$ cat config.mk
export PLATFORM = sky130hd
export DESIGN_NAME = rcfg_regs_top
export DESIGN_NICKNAME = d
export VERILOG_FILES = /design/src/rcfg_pkg.sv /design/src/rcfg_line_sync.sv /design/src/rcfg_regs_top.sv
export VERILOG_INCLUDE_DIRS = /design/src
export SDC_FILE = /design/constraint.sdc
export NUM_CORES = 1
export LEC_CHECK = 0
export BUFFER_PORTS_ARGS = -buffer_cell sky130_fd_sc_hd__buf_2
export CORE_MARGIN = 2
export CORE_UTILIZATION = 55
export CTS_CLUSTER_SIZE = 10
export DETAILED_ROUTE_END_ITERATION = 16
export PLACE_DENSITY = 0.77
export SLEW_MARGIN = 20
export SYNTH_ARGS = -nofsm -noshare
export SYNTH_HDL_FRONTEND = slang
export SYNTH_SLANG_ARGS = --single-unit
$ cat constraint.sdc
create_clock -name MCLK -period 5.6 [get_ports MCLK]
set_clock_uncertainty 0.15 [all_clocks]
set_input_delay 0 -clock MCLK [delete_from_list [all_inputs] [get_ports MCLK]]
set_output_delay 0 -clock MCLK [all_outputs]
set_load 0.005 [all_outputs]
$ cat src/rcfg_map.svh
// offsets, field positions, reset values and voltage figures of the config bank
// assumes one 8-bit register per index, reached only over the two-wire port
`ifndef RCFG_MAP_SVH
`define RCFG_MAP_SVH

// ----------------------------------------------------------------
// addressing
// ----------------------------------------------------------------
`define RCFG_SLAVE_ADDR 7'h46
`define RCFG_IDX_NB 8'h00
`define RCFG_IDX_CORE 8'h01
`define RCFG_IDX_PS 8'h02
`define RCFG_NUM_REGS 8'h03

// ----------------------------------------------------------------
// initial states
// ----------------------------------------------------------------
`define RCFG_NB_INIT 8'h00
`define RCFG_CORE_INIT 8'h00
`define RCFG_PS_INIT 8'h01

// ----------------------------------------------------------------
// field positions
// ----------------------------------------------------------------
`define RCFG_OVP_BIT 7
`define RCFG_PG_BIT 6
`define RCFG_OFS_MSB 5
`define RCFG_PS_OFS_DIS_BIT 6
`define RCFG_PS_DROP_LSB 4
`define RCFG_PS_ADD_LSB 2
`define RCFG_PS_PH_LSB 0

// ----------------------------------------------------------------
// levels in mV
// ----------------------------------------------------------------
`define RCFG_OVP_FLOOR_MV 12'd1800
`define RCFG_OVP_NORM_MV 13'sd250
`define RCFG_OVP_HIGH_MV 13'sd500
`define RCFG_PGHI_NORM_MV 13'sd250
`define RCFG_PGHI_HIGH_MV 13'sd300
`define RCFG_PGLO_NORM_MV 13'sd300
`define RCFG_PGLO_HIGH_MV 13'sd350
`define RCFG_PG_HYST_MV 13'sd50
`define RCFG_OFS_STEP_MV 11'sd25

`endif

$ cat src/rcfg_pkg.sv
// types shared by the config bank modules
// assumes rcfg_map.svh for all numeric constants
package rcfg_pkg;

    // ----------------------------------------------------------------
    // serial engine states
    // ----------------------------------------------------------------
    typedef enum logic [2:0] {
        ST_IDLE,
        ST_ADDR,
        ST_REG,
        ST_WDATA,
        ST_ACK,
        ST_RDATA,
        ST_RACK
    } rcfg_state_e;

    typedef logic [11:0] rcfg_mv_t;

endpackage : rcfg_pkg

$ cat src/rcfg_line_sync.sv
// two-wire line sampler: synchronises clock and data, finds edges, start and stop
// assumes both lines come straight from pins, asynchronous to clk
`timescale 1ns/1ps
module rcfg_line_sync (
    input logic clk,
    input logic rst_n,
    input logic scl,
    input logic sda,
    output logic scl_rise,
    output logic scl_fall,
    output logic start_det,
    output logic stop_det,
    output logic sda_lvl
);
    logic [2:0] scl_q;
    logic [2:0] sda_q;
    logic [2:0] scl_d;
    logic [2:0] sda_d;

    // ----------------------------------------------------------------
    // two flops, then one history stage
    // ----------------------------------------------------------------
    always_comb begin
        scl_d = {scl_q[1:0], scl};
        sda_d = {sda_q[1:0], sda};
    end

    always_ff @(posedge clk or negedge rst_n) begin
        if (!rst_n) begin
            scl_q <= 3'h7;
            sda_q <= 3'h7;
        end else begin
            scl_q <= scl_d;
            sda_q <= sda_d;
        end
    end

    assign scl_rise = scl_q[1] && !scl_q[2];
    assign scl_fall = !scl_q[1] && scl_q[2];
    assign start_det = scl_q[1] && scl_q[2] && sda_q[2] && !sda_q[1];
    assign stop_det = scl_q[1] && scl_q[2] && !sda_q[2] && sda_q[1];
    assign sda_lvl = sda_q[1];

endmodule : rcfg_line_sync

$ cat src/rcfg_regs_top.sv
// What this block does
// - power-up loads 00, 00, 01
// - supply drop forces all registers initial
// - writes accepted anytime once supply good
// - writing initial values resets without disruption
// - sequential write fills registers 0,1,2, acked
// - single read: set pointer, read, nack
// - sequential read returns 0,1,2 while acked
// - stop applies new contents immediately
// - margin registers: ovp, pgood, offset fields
// - ovp trip: max(1.8V, dac+250/500mV)
// - pgood window 250/300, 300/350 mV
// - pgood thresholds carry 50 mV hysteresis
// - offset: signed 25 mV steps
// - savings register: phases, add/drop cycles, disable
//
// config register bank of a dual regulator behind a two-wire slave port
// assumes SCL/SDA/POR_OK from pins; dac levels and SAVE_MODE from MCLK logic
`timescale 1ns/1ps
`include "rcfg_map.svh"
module rcfg_regs_top
    import rcfg_pkg::*;
#(
    parameter logic [6:0] SLAVE_ADDR = `RCFG_SLAVE_ADDR
) (
    input logic MCLK,
    input logic RESETN,
    input logic SCL,
    input logic SDA,
    output logic SDA_DRV,
    output logic SDA_OE,
    input logic POR_OK,
    input logic [11:0] NB_DAC_MV,
    input logic [11:0] CORE_DAC_MV,
    input logic SAVE_MODE,
    output logic [7:0] NB_MARGIN,
    output logic [7:0] CORE_MARGIN,
    output logic [7:0] PS_CTRL,
    output logic [11:0] NB_TARGET_MV,
    output logic [11:0] CORE_TARGET_MV,
    output logic signed [10:0] NB_OFFSET_MV,
    output logic signed [10:0] CORE_OFFSET_MV,
    output logic [11:0] NB_OVP_MV,
    output logic [11:0] CORE_OVP_MV,
    output logic [11:0] CORE_PG_HI_MV,
    output logic [11:0] CORE_PG_LO_MV,
    output logic [11:0] NB_PG_LO_MV,
    output logic [11:0] CORE_PG_HI_REL_MV,
    output logic [11:0] CORE_PG_LO_REL_MV,
    output logic [11:0] NB_PG_LO_REL_MV,
    output logic [1:0] PS_PHASES,
    output logic [2:0] PS_ADD_CYC,
    output logic [2:0] PS_DROP_CYC,
    output logic CORE_OFS_OFF
);
    localparam logic [7:0] INIT_V [0:2] = '{`RCFG_NB_INIT, `RCFG_CORE_INIT, `RCFG_PS_INIT};

    logic scl_rise, scl_fall, start_det, stop_det, sda_lvl;
    logic por_m_q, por_ok;
    rcfg_state_e st_q, st_d, aft_q, aft_d;
    logic [3:0] cnt_q, cnt_d;
    logic [7:0] sh_q, sh_d, tx_q, tx_d, ptr_q, ptr_d;
    logic oe_q, oe_d, mack_q, mack_d, seen_q;
    logic [7:0] shd_q [0:2];
    logic [7:0] shd_d [0:2];
    logic [7:0] app_q [0:2];
    logic [7:0] app_d [0:2];
    logic quiet;

    rcfg_line_sync u_line (
        .clk(MCLK),
        .rst_n(RESETN),
        .scl(SCL),
        .sda(SDA),
        .scl_rise(scl_rise),
        .scl_fall(scl_fall),
        .start_det(start_det),
        .stop_det(stop_det),
        .sda_lvl(sda_lvl)
    );

    // ----------------------------------------------------------------
    // helpers
    // ----------------------------------------------------------------
    function automatic logic [7:0] rd_byte(input logic [7:0] p);
        logic [7:0] v;
        v = 8'h00;
        if (p < `RCFG_NUM_REGS) begin
            v = shd_q[p[1:0]];
        end
        return v;
    endfunction : rd_byte

    function automatic rcfg_mv_t sat12(input rcfg_mv_t base, input logic signed [12:0] dl);
        logic signed [13:0] s;
        s = $signed({2'b00, base}) + $signed({dl[12], dl});
        if (s < 14'sd0) begin
            return 12'h000;
        end else if (s > 14'sd4095) begin
            return 12'hfff;
        end
        return s[11:0];
    endfunction : sat12

    function automatic logic [2:0] cyc_of(input logic [1:0] c);
        case (c)
            2'h0: return 3'h1;
            2'h1: return 3'h2;
            2'h2: return 3'h4;
            default: return 3'h0;
        endcase
    endfunction : cyc_of

    // ----------------------------------------------------------------
    // supply-good sync
    // ----------------------------------------------------------------
    always_ff @(posedge MCLK or negedge RESETN) begin
        if (!RESETN) begin
            por_m_q <= 1'b0;
            por_ok <= 1'b0;
            seen_q <= 1'b0;
        end else begin
            por_m_q <= POR_OK;
            por_ok <= por_m_q;
            seen_q <= 1'b1;
        end
    end

    assign quiet = por_ok && !start_det && !stop_det;

    // ----------------------------------------------------------------
    // serial engine and register bank
    // ----------------------------------------------------------------
    always_comb begin
        st_d = st_q;
        aft_d = aft_q;
        cnt_d = cnt_q;
        sh_d = sh_q;
        tx_d = tx_q;
        ptr_d = ptr_q;
        oe_d = oe_q;
        mack_d = mack_q;
        shd_d = shd_q;
        app_d = app_q;
        if (start_det) begin
            st_d = ST_ADDR;
            cnt_d = 4'h0;
            oe_d = 1'b0;
        end else if (stop_det) begin
            st_d = ST_IDLE;
            oe_d = 1'b0;
            app_d = shd_q;
        end else begin
            case (st_q)
                ST_ADDR, ST_REG, ST_WDATA: begin
                    if (scl_rise && cnt_q != 4'h8) begin
                        sh_d = {sh_q[6:0], sda_lvl};
                        cnt_d = cnt_q + 4'h1;
                    end
                    if (scl_fall && cnt_q == 4'h8) begin
                        st_d = ST_IDLE;
                        if (st_q == ST_ADDR && sh_q[7:1] == SLAVE_ADDR) begin
                            oe_d = 1'b1;
                            st_d = ST_ACK;
                            aft_d = sh_q[0] ? ST_RDATA : ST_REG;
                        end else if (st_q == ST_REG && sh_q < `RCFG_NUM_REGS) begin
                            oe_d = 1'b1;
                            st_d = ST_ACK;
                            aft_d = ST_WDATA;
                            ptr_d = sh_q;
                        end else if (st_q == ST_WDATA && ptr_q < `RCFG_NUM_REGS) begin
                            oe_d = 1'b1;
                            st_d = ST_ACK;
                            aft_d = ST_WDATA;
                            shd_d[ptr_q[1:0]] = sh_q;
                            ptr_d = ptr_q + 8'h01;
                        end
                    end
                end
                ST_ACK: begin
                    if (scl_fall) begin
                        st_d = aft_q;
                        cnt_d = 4'h0;
                        oe_d = 1'b0;
                        if (aft_q == ST_RDATA) begin
                            tx_d = rd_byte(ptr_q);
                            oe_d = !tx_d[7];
                        end
                    end
                end
                ST_RDATA: begin
                    if (scl_rise) begin
                        cnt_d = cnt_q + 4'h1;
                    end
                    if (scl_fall) begin
                        if (cnt_q == 4'h8) begin
                            oe_d = 1'b0;
                            st_d = ST_RACK;
                        end else begin
                            tx_d = {tx_q[6:0], 1'b0};
                            oe_d = !tx_q[6];
                        end
                    end
                end
                ST_RACK: begin
                    if (scl_rise) begin
                        mack_d = !sda_lvl;
                    end
                    if (scl_fall) begin
                        ptr_d = ptr_q + 8'h01;
                        st_d = ST_IDLE;
                        if (mack_q) begin
                            st_d = ST_RDATA;
                            cnt_d = 4'h0;
                            tx_d = rd_byte(ptr_q + 8'h01);
                            oe_d = !tx_d[7];
                        end
                    end
                end
                default: begin
                    oe_d = 1'b0;
                end
            endcase
        end
        if (!por_ok) begin
            st_d = ST_IDLE;
            oe_d = 1'b0;
            shd_d = INIT_V;
            app_d = INIT_V;
        end
    end

    always_ff @(posedge MCLK or negedge RESETN) begin
        if (!RESETN) begin
            st_q <= ST_IDLE;
            aft_q <= ST_IDLE;
            cnt_q <= 4'h0;
            sh_q <= 8'h00;
            tx_q <= 8'h00;
            ptr_q <= 8'h00;
            oe_q <= 1'b0;
            mack_q <= 1'b0;
            shd_q <= INIT_V;
            app_q <= INIT_V;
        end else begin
            st_q <= st_d;
            aft_q <= aft_d;
            cnt_q <= cnt_d;
            sh_q <= sh_d;
            tx_q <= tx_d;
            ptr_q <= ptr_d;
            oe_q <= oe_d;
            mack_q <= mack_d;
            shd_q <= shd_d;
            app_q <= app_d;
        end
    end

    assign NB_MARGIN = app_q[0];
    assign CORE_MARGIN = app_q[1];
    assign PS_CTRL = app_q[2];
    assign SDA_OE = oe_q;

    // ----------------------------------------------------------------
    // operating levels from applied contents
    // ----------------------------------------------------------------
    logic signed [10:0] nbo_d, coo_d;
    rcfg_mv_t nbt_d, cot_d, nbv_d, cov_d, chi_d, clo_d, nlo_d;
    logic ofs_off_d;

    always_comb begin
        nbo_d = $signed({{5{app_q[0][`RCFG_OFS_MSB]}}, app_q[0][5:0]}) * `RCFG_OFS_STEP_MV;
        coo_d = $signed({{5{app_q[1][`RCFG_OFS_MSB]}}, app_q[1][5:0]}) * `RCFG_OFS_STEP_MV;
        ofs_off_d = SAVE_MODE && app_q[2][`RCFG_PS_OFS_DIS_BIT];
        nbt_d = sat12(NB_DAC_MV, {{2{nbo_d[10]}}, nbo_d});
        cot_d = ofs_off_d ? CORE_DAC_MV : sat12(CORE_DAC_MV, {{2{coo_d[10]}}, coo_d});
        nbv_d = sat12(NB_DAC_MV, app_q[0][`RCFG_OVP_BIT] ? `RCFG_OVP_HIGH_MV : `RCFG_OVP_NORM_MV);
        cov_d = sat12(CORE_DAC_MV, app_q[1][`RCFG_OVP_BIT] ? `RCFG_OVP_HIGH_MV : `RCFG_OVP_NORM_MV);
        if (nbv_d < `RCFG_OVP_FLOOR_MV) begin
            nbv_d = `RCFG_OVP_FLOOR_MV;
        end
        if (cov_d < `RCFG_OVP_FLOOR_MV) begin
            cov_d = `RCFG_OVP_FLOOR_MV;
        end
        chi_d = sat12(CORE_DAC_MV, app_q[1][`RCFG_PG_BIT] ? `RCFG_PGHI_HIGH_MV : `RCFG_PGHI_NORM_MV);
        clo_d = sat12(CORE_DAC_MV, app_q[1][`RCFG_PG_BIT] ? -`RCFG_PGLO_HIGH_MV : -`RCFG_PGLO_NORM_MV);
        nlo_d = sat12(NB_DAC_MV, app_q[0][`RCFG_PG_BIT] ? -`RCFG_PGLO_HIGH_MV : -`RCFG_PGLO_NORM_MV);
    end

    always_ff @(posedge MCLK or negedge RESETN) begin
        if (!RESETN) begin
            SDA_DRV <= 1'b0;
            NB_OFFSET_MV <= 11'sd0;
            CORE_OFFSET_MV <= 11'sd0;
            NB_TARGET_MV <= 12'h000;
            CORE_TARGET_MV <= 12'h000;
            NB_OVP_MV <= `RCFG_OVP_FLOOR_MV;
            CORE_OVP_MV <= `RCFG_OVP_FLOOR_MV;
            CORE_PG_HI_MV <= 12'h000;
            CORE_PG_LO_MV <= 12'h000;
            NB_PG_LO_MV <= 12'h000;
            CORE_PG_HI_REL_MV <= 12'h000;
            CORE_PG_LO_REL_MV <= 12'h000;
            NB_PG_LO_REL_MV <= 12'h000;
            PS_PHASES <= 2'h2;
            PS_ADD_CYC <= 3'h1;
            PS_DROP_CYC <= 3'h1;
            CORE_OFS_OFF <= 1'b0;
        end else begin
            SDA_DRV <= 1'b0;
            NB_OFFSET_MV <= nbo_d;
            CORE_OFFSET_MV <= coo_d;
            NB_TARGET_MV <= nbt_d;
            CORE_TARGET_MV <= cot_d;
            NB_OVP_MV <= nbv_d;
            CORE_OVP_MV <= cov_d;
            CORE_PG_HI_MV <= chi_d;
            CORE_PG_LO_MV <= clo_d;
            NB_PG_LO_MV <= nlo_d;
            CORE_PG_HI_REL_MV <= sat12(chi_d, -`RCFG_PG_HYST_MV);
            CORE_PG_LO_REL_MV <= sat12(clo_d, `RCFG_PG_HYST_MV);
            NB_PG_LO_REL_MV <= sat12(nlo_d, `RCFG_PG_HYST_MV);
            PS_PHASES <= app_q[2][`RCFG_PS_PH_LSB + 1] ? 2'h3 : (app_q[2][0] ? 2'h2 : 2'h1);
            PS_ADD_CYC <= cyc_of(app_q[2][`RCFG_PS_ADD_LSB +: 2]);
            PS_DROP_CYC <= cyc_of(app_q[2][`RCFG_PS_DROP_LSB +: 2]);
            CORE_OFS_OFF <= ofs_off_d;
        end
    end
endmodule : rcfg_regs_top

======== Word-level counts from Yosys, hierarchy flattened ========
Cells that the tools add are included.
storage, ports and cells
  register bits ........................... 242
  latch bits .............................. 0
  bits in writable memories ............... 0
  bits in read-only memories .............. 0
  input bits .............................. 30
  output and inout port bits .............. 177
  word-level logic and storage cells ...... 309
  memories ................................ 0
operators by class
  add/subtract/negate cells ............... 12
  multiply operators ...................... 2
  divide/modulo/power cells ............... 0
  magnitude comparators ................... 28
  eq/ne operators ......................... 45
  shift-type cells ........................ 0
  muxes and demuxes ....................... 146
  bitwise operators ....................... 4
  reduce and logical (&&, ||, !) cells .... 38
operators with widths
  cell                   number
  $mux 12                33
  $mux 24                11
  $mux 8                 22
  $gt 14x13->1 const B   5
  $lt 14x1->1 const B    5
  $gt 13x12->1 const B   5
  $lt 13x1->1 const B    5
  $mux 7                 8
  $mux 3                 16
  $add 12x9->13          3
  $mux 1                 33
  $bmux 8 s2             2
  $ne 5x5->1 const B     6
  $add 13x10->14         2
  $add 13x11->14         2
  $mux 4                 7
  $ne 2x2->1 const B     14
  $mux 9                 3
  $add 12x6->13 const B  2
  $bwmux 24              1
  $lt 12x11->1 const B   2
  $lt 8x2->1 const B     3
  $mul 6x6->11 const B   2
  $pmux 7 s3             1
  39 further kinds       82

======== Depth between registers and ports, before layout ========
  word-level depth ........................ 18
  mapped depth ............................ 19
  depth with buffers taken out ............ 18

======== By module ========
Synthesis repeated with hierarchy kept, for this count alone.
unflattened totals
  cell total of the unflattened synthesis .. 1,470
  area total of the unflattened synthesis .. 14,079.8 µm²
modules (own cells, without submodules)
  module          times used  cells an instance  area an instance (µm²)  sequential area each (µm²)
  rcfg_regs_top   1           1,460              13,889.6                5,921.9
  rcfg_line_sync  1           10                 190.2                   157.7

======== Least setup slack after synthesis ========
Ideal clock, no wire load.
  path type ............................... register to register
  start point ............................. register app_q (netlist bit CORE_MARGIN[2])
  end point ............................... register CORE_TARGET_MV[0]
  setup time .............................. 87 ps
  arrival ................................. 4,695 ps
  data required time ...................... 5,363 ps
  setup slack ............................. 668 ps
  cell stages (with the launch flop) ...... 16
  path buffers ............................ 0
  clock period less this slack ............ 4,932 ps
  cells stage by stage .................... dfrtp_1 ha_1 fa_1 ha_1 ha_1 a21o_1 a21oi_1 nor2_1 a311oi_1 ha_1 and2_1 o21ai_0 o21ai_0 nor4_2 o31ai_1 a22oi_1
on the way
  longest elaborated chain between the ends .. 7
  elaborated cells between the ends (all ways) .. 9
  classes of those cells .................. 1 x add/sub; 1 x mul; 2 x order compare; 5 x mux
ends and longest elaborated chain
  item                               RTL line              RTL
  from (decl)                        rcfg_regs_top.sv:66   logic [7:0] app_q [0:2];
  from (signal assigned)             rcfg_regs_top.sv:255  app_q <= app_d;
  $mul 6x6->11 (no source line) (*)  -
  named net coo_d[10]                rcfg_regs_top.sv:267  logic signed [10:0] nbo_d, coo_d;
  $add 13x11->14 (*)                 rcfg_regs_top.sv:96   s = $signed({2'b00, base}) + $signed({dl[12], dl});
  $gt 14x13->1                       rcfg_regs_top.sv:99   end else if (s > 14'sd4095) begin
  $mux 1                             rcfg_regs_top.sv:99
  $mux 1                             rcfg_regs_top.sv:97   if (s < 14'sd0) begin
  $mux 12 (*)                        rcfg_regs_top.sv:102  return s[11:0];
  $mux 12 (*)                        rcfg_regs_top.sv:276  cot_d = ofs_off_d ? CORE_DAC_MV : sat12(CORE_DAC_MV, {{2{coo_d[10]}}, coo_d});
  named net cot_d[0]                 rcfg_regs_top.sv:268  rcfg_mv_t nbt_d, cot_d, nbv_d, cov_d, chi_d, clo_d, nlo_d;
  to (signal assigned)               rcfg_regs_top.sv:314  CORE_TARGET_MV <= cot_d;
  to (decl)                          rcfg_regs_top.sv:40   output logic [11:0] CORE_TARGET_MV,
Mark *: on every way through the listed nets, which the timed path passes. The rest lies on a longest branch.
A chain may end at the register's enable or synchronous reset.

======== Worst setup path after layout ========
  start point ............................. register app_q (netlist bit NB_MARGIN[2])
  end point ............................... register NB_TARGET_MV[1]
on the way
  longest elaborated chain between the ends .. 6
  elaborated cells between the ends (all ways) .. 8
  classes of those cells .................. 1 x add/sub; 1 x mul; 2 x order compare; 4 x mux
ends and longest elaborated chain
  item                               RTL line              RTL
  $mul 6x6->11 (no source line) (*)  -
  named net nbo_d[10]                rcfg_regs_top.sv:267
  $add 13x11->14 (*)                 rcfg_regs_top.sv:96
  $gt 14x13->1                       rcfg_regs_top.sv:99
  $mux 1                             rcfg_regs_top.sv:99
  $mux 1                             rcfg_regs_top.sv:97
  $mux 12 (*)                        rcfg_regs_top.sv:102
  named net nbt_d[1]                 rcfg_regs_top.sv:268
  to (signal assigned)               rcfg_regs_top.sv:313  NB_TARGET_MV <= nbt_d;
  to (decl)                          rcfg_regs_top.sv:39   output logic [11:0] NB_TARGET_MV,
Marked as above.

==> flow_metrics.tcl <==
set metrics [dict create \
    worstPathMaxFanout 12 \
    cpMaxStageDelayCell "fa_1" \
    worstSetupPathDepth 16 \
    drive_gt1_frac 0.1797 \
    row_cnt 58 \
    start_util 0.5604 \
    route.detailed.wl_per_inst_um 17.88 \
    antenna_cells_inserted 0 \
    drc_errors 0 \
    final-seq-area_um2 6080 \
    startpoint_of_the_worst_register_to_register_path "NB_MARGIN[2]$_DFFE_PN0P_" \
    share_of_synthesized_area_occupied_by_flip_flops_and_latches 0.4295 \
    cts_clk_pin_slew_worst_paths_ns 0.05 \
    yosys_warn_count 0 \
    antenna_found_initial 0 \
    cts_sinks 242 \
    syn_to_final_growth_pct 18.22 \
    layout.cells.most_common "dfrtp_1" \
    max-clock-path-buffers 3 \
    syn_area_per_cell_um2 9.550 \
    final.setup.tns_ns 0 \
    num_io_pins 207 \
    worstPathBufferInverterCount 1 \
    cts_setup_buffers 0 \
    timing.final.setup_violations 0 \
    slew_headroom 0.3405 \
    internal-power_w 0.003107 \
    grt_busiest_layer "met2" \
    synth-edff-count 0 \
    dpl.hpwl_um 26010 \
    global_route.usage.met2 0.4532 \
    power_switching_w 0.001105 \
    vdd.ir_drop.worst_uv 326.7 \
    r2r_cells 16 \
    synthesis.nets 1623 \
    groute.usage.overall 0.2672 \
    grt_pass1_wl_um 58170 \
    pwr-share-comb 0.134 \
    chip_width_um 164.4 \
    met1_usage 0.3568 \
    layout_common_cells "223 x dfrtp_1, 204 x buf_2, 162 x nand2_1, 116 x nor2_1, 96 x ha_1" \
    timing.critical_path.from "NB_MARGIN[2]$_DFFE_PN0P_" \
    endpoint_class_of_the_critical_path "flop" \
    swShare 0.2624 \
    post_cts.resized_instances 0 \
    post_route_antenna_net_violation_count 0 \
    first_global_vias 11496 \
    worstHoldPathType "reg -> reg" \
    first_iter_violations 1051 \
    area_of_the_die_um2 27030 \
    hold_buffers 49 \
    htree_num_levels 1 \
    ys.flop_type "dfrtp_1" \
    run_status "complete, no violations" \
    reg2reg_setup_slack_ns 0.44 \
    maxCapViolations 0 \
    reg2reg_to "NB_TARGET_MV[1]$_DFF_PN0_" \
    largest_net_degree_at_the_start_of_global_routing 152 \
    syn-instance-count 1482 \
    clock_insertion_delay_worst_skew_ns 0.55 \
    grt-ovfl-total 0 \
    cts_tree "done" \
    drtPass1Iterations 6 \
    tritoncts.num_buffers 29 \
    synth-seq-cells 242 \
    crit_path_class "reg -> reg" \
    syn_area_um2 14150 \
    report.final.hold_viol_count 0 \
    multi_input_area_um2 7513 \
    worst_pin_slew_ns 0.9869 \
    fp.dieH_um 164.4 \
    cp_slowest_stage_delay_ns 0.47 \
    async_flop_share 1.000 \
    vias 12103 \
    synth.lib_cells_used.distinct 91 \
    hold_slack_ns 0.1994 \
    power_density_over_the_cells_nw_per_um2 251.7 \
    globalRouteMet3Util 0.03867 \
    period_minus_slack_ns 5.160 \
    clockPowerShare 0.410 \
    cp_common_cell "ha_1" \
    via_per_inst 5.890 \
    cp.required_ns 5.84 \
    crit_path_dat_ns 5.40 \
    port_buffers 205 \
    maxSlewViolCount 0 \
    fillerInstances 2012 \
    fp.coreArea_um2 25250 \
    largest_register_ff_count 24 \
    cts-root-buf "clkbuf_16" \
    top_register "shd_q" \
    final_net_count 1843 \
    wl_um 36740 \
    cpLargestDelayFamily "compound AO/OA/AOI/OAI gates" \
    grt_setup_unrepaired "no" \
    final_estimated_routing_congestion_in_global_placement 0.9338 \
    timing.critical_path.to "NB_TARGET_MV[1]$_DFF_PN0_" \
    power.share.sequential 0.455 \
    timing.critical_path.from_type "flop" \
    final_min_period_over_clock_period 0.9215 \
    util_after_layout 0.6626 \
    leakage_power_summed_over_all_cells_nw 7.928 \
    path_cells "ha_1 > fa_1 > ha_1 > ha_1 > a21o_1 > a21o_1 > a211o_1 > o211ai_1 > inv_1 > ha_1 > o21ai_0 > o21bai_1 > a31oi_1 > o311ai_1 > o211ai_1 > o21ai_0" \
    max_freq_mhz 193.8 \
]
-- through the flow --
step                      cell area [µm²]  instances  setup slack, ns  power (W)
after floorplan                     14150       1482           0.6679   0.002239
after global placement              15350       1952           0.6802   0.002463
after detailed placement            15350       1952           0.4409   0.002480
after CTS                           16730       2055           0.4574   0.004240
after global routing                16730       2055          0.03218   0.004391
final                               16730       2055           0.4398   0.004212
-- power groups by stage --
stage               clock (W)  combinational, W  sequential [W]
CTS                   0.00176          0.000565         0.00192
finish                0.00173          0.000565         0.00192
detailed placement          0          0.000533         0.00195
floorplan                   0          0.000296         0.00194
global route          0.00183          0.000631         0.00193
global placement            0          0.000520         0.00194
-- metal layers --
layer  wire [µm]  share of wire
met1       15220           0.41
met2       17690           0.48
met5           0              0
met3        2735          0.074
met4        1086          0.030
-- worst min-delay path by stage --
stage,start,end,depth (start not counted)
2_1_floorplan,RESETN,CORE_MARGIN[0]$_DFFE_PN0P_,0
3_3_place_gp,RESETN,NB_PG_LO_REL_MV[8]$_DFF_PN0_,1
3_5_place_dp,RESETN,NB_PG_LO_REL_MV[8]$_DFF_PN0_,1
4_1_cts,NB_DAC_MV[0],NB_PG_LO_REL_MV[0]$_DFF_PN0_,4
5_1_grt,u_line.scl_q[0]$_DFF_PN1_,u_line.scl_q[1]$_DFF_PN1_,0
6_report,por_m_q$_DFF_PN0_,por_ok$_DFF_PN0_,0
-- synth_stat cells (6+ instances only) --
master / count / share of area
a21boi_0: 48 / 0.025
mux2i_1: 27 / 0.019
nand3_1: 55 / 0.019
a222oi_1: 6 / 0.0042
o211ai_1: 13 / 0.0069
a21oi_1: 82 / 0.029
and2_1: 14 / 0.0062
a211oi_1: 9 / 0.0048
xnor2_1: 42 / 0.026
and3_1: 11 / 0.0049
o31ai_1: 18 / 0.0095
or2_2: 11 / 0.0049
nor3_1: 31 / 0.011
or3_1: 11 / 0.0049
nand2_1: 162 / 0.043
a21o_1: 17 / 0.0090
fa_1: 15 / 0.021
o21ai_0: 80 / 0.028
ha_1: 96 / 0.085
o21bai_1: 8 / 0.0042
xor2_1: 28 / 0.017
o21a_1: 13 / 0.0069
clkbuf_1: 54 / 0.014
dfrtp_1: 223 / 0.39
nand2b_1: 14 / 0.0062
dfstp_2: 19 / 0.035
inv_1: 65 / 0.017
nor2_1: 116 / 0.031
nor4_1: 13 / 0.0057
nand4_1: 12 / 0.0053
buf_4: 7 / 0.0037
a31oi_1: 18 / 0.0080
o22ai_1: 8 / 0.0035
nor2b_1: 18 / 0.0080
mux2_2: 9 / 0.0072
-- layout make-up --
class	instances	area share
multi-input cells	1102	0.4490
flip-flops and latches	242	0.3633
repair buffers	260	0.09572
clock buffers	52	0.05033
well taps	330	0.02468
inverters	67	0.01518
clock inverters	2	0.001720
-- kinds of logic (layout without fill, tap and decap cells) --
family	Yosys count	after routing	share of synthesized area
AO/OA/AOI/OAI	386	386	0.1841
XOR/XNOR	70	70	0.04332
adder cells (fa/ha/maj)	111	111	0.1061
buffers and inverters	138	381	0.03960
flip-flops	242	242	0.4295
multiplexers	36	36	0.02626
other	1	1	0.0002650
AND/OR/NAND/NOR	498	498	0.1708
(Power assumes the default switching activity.)
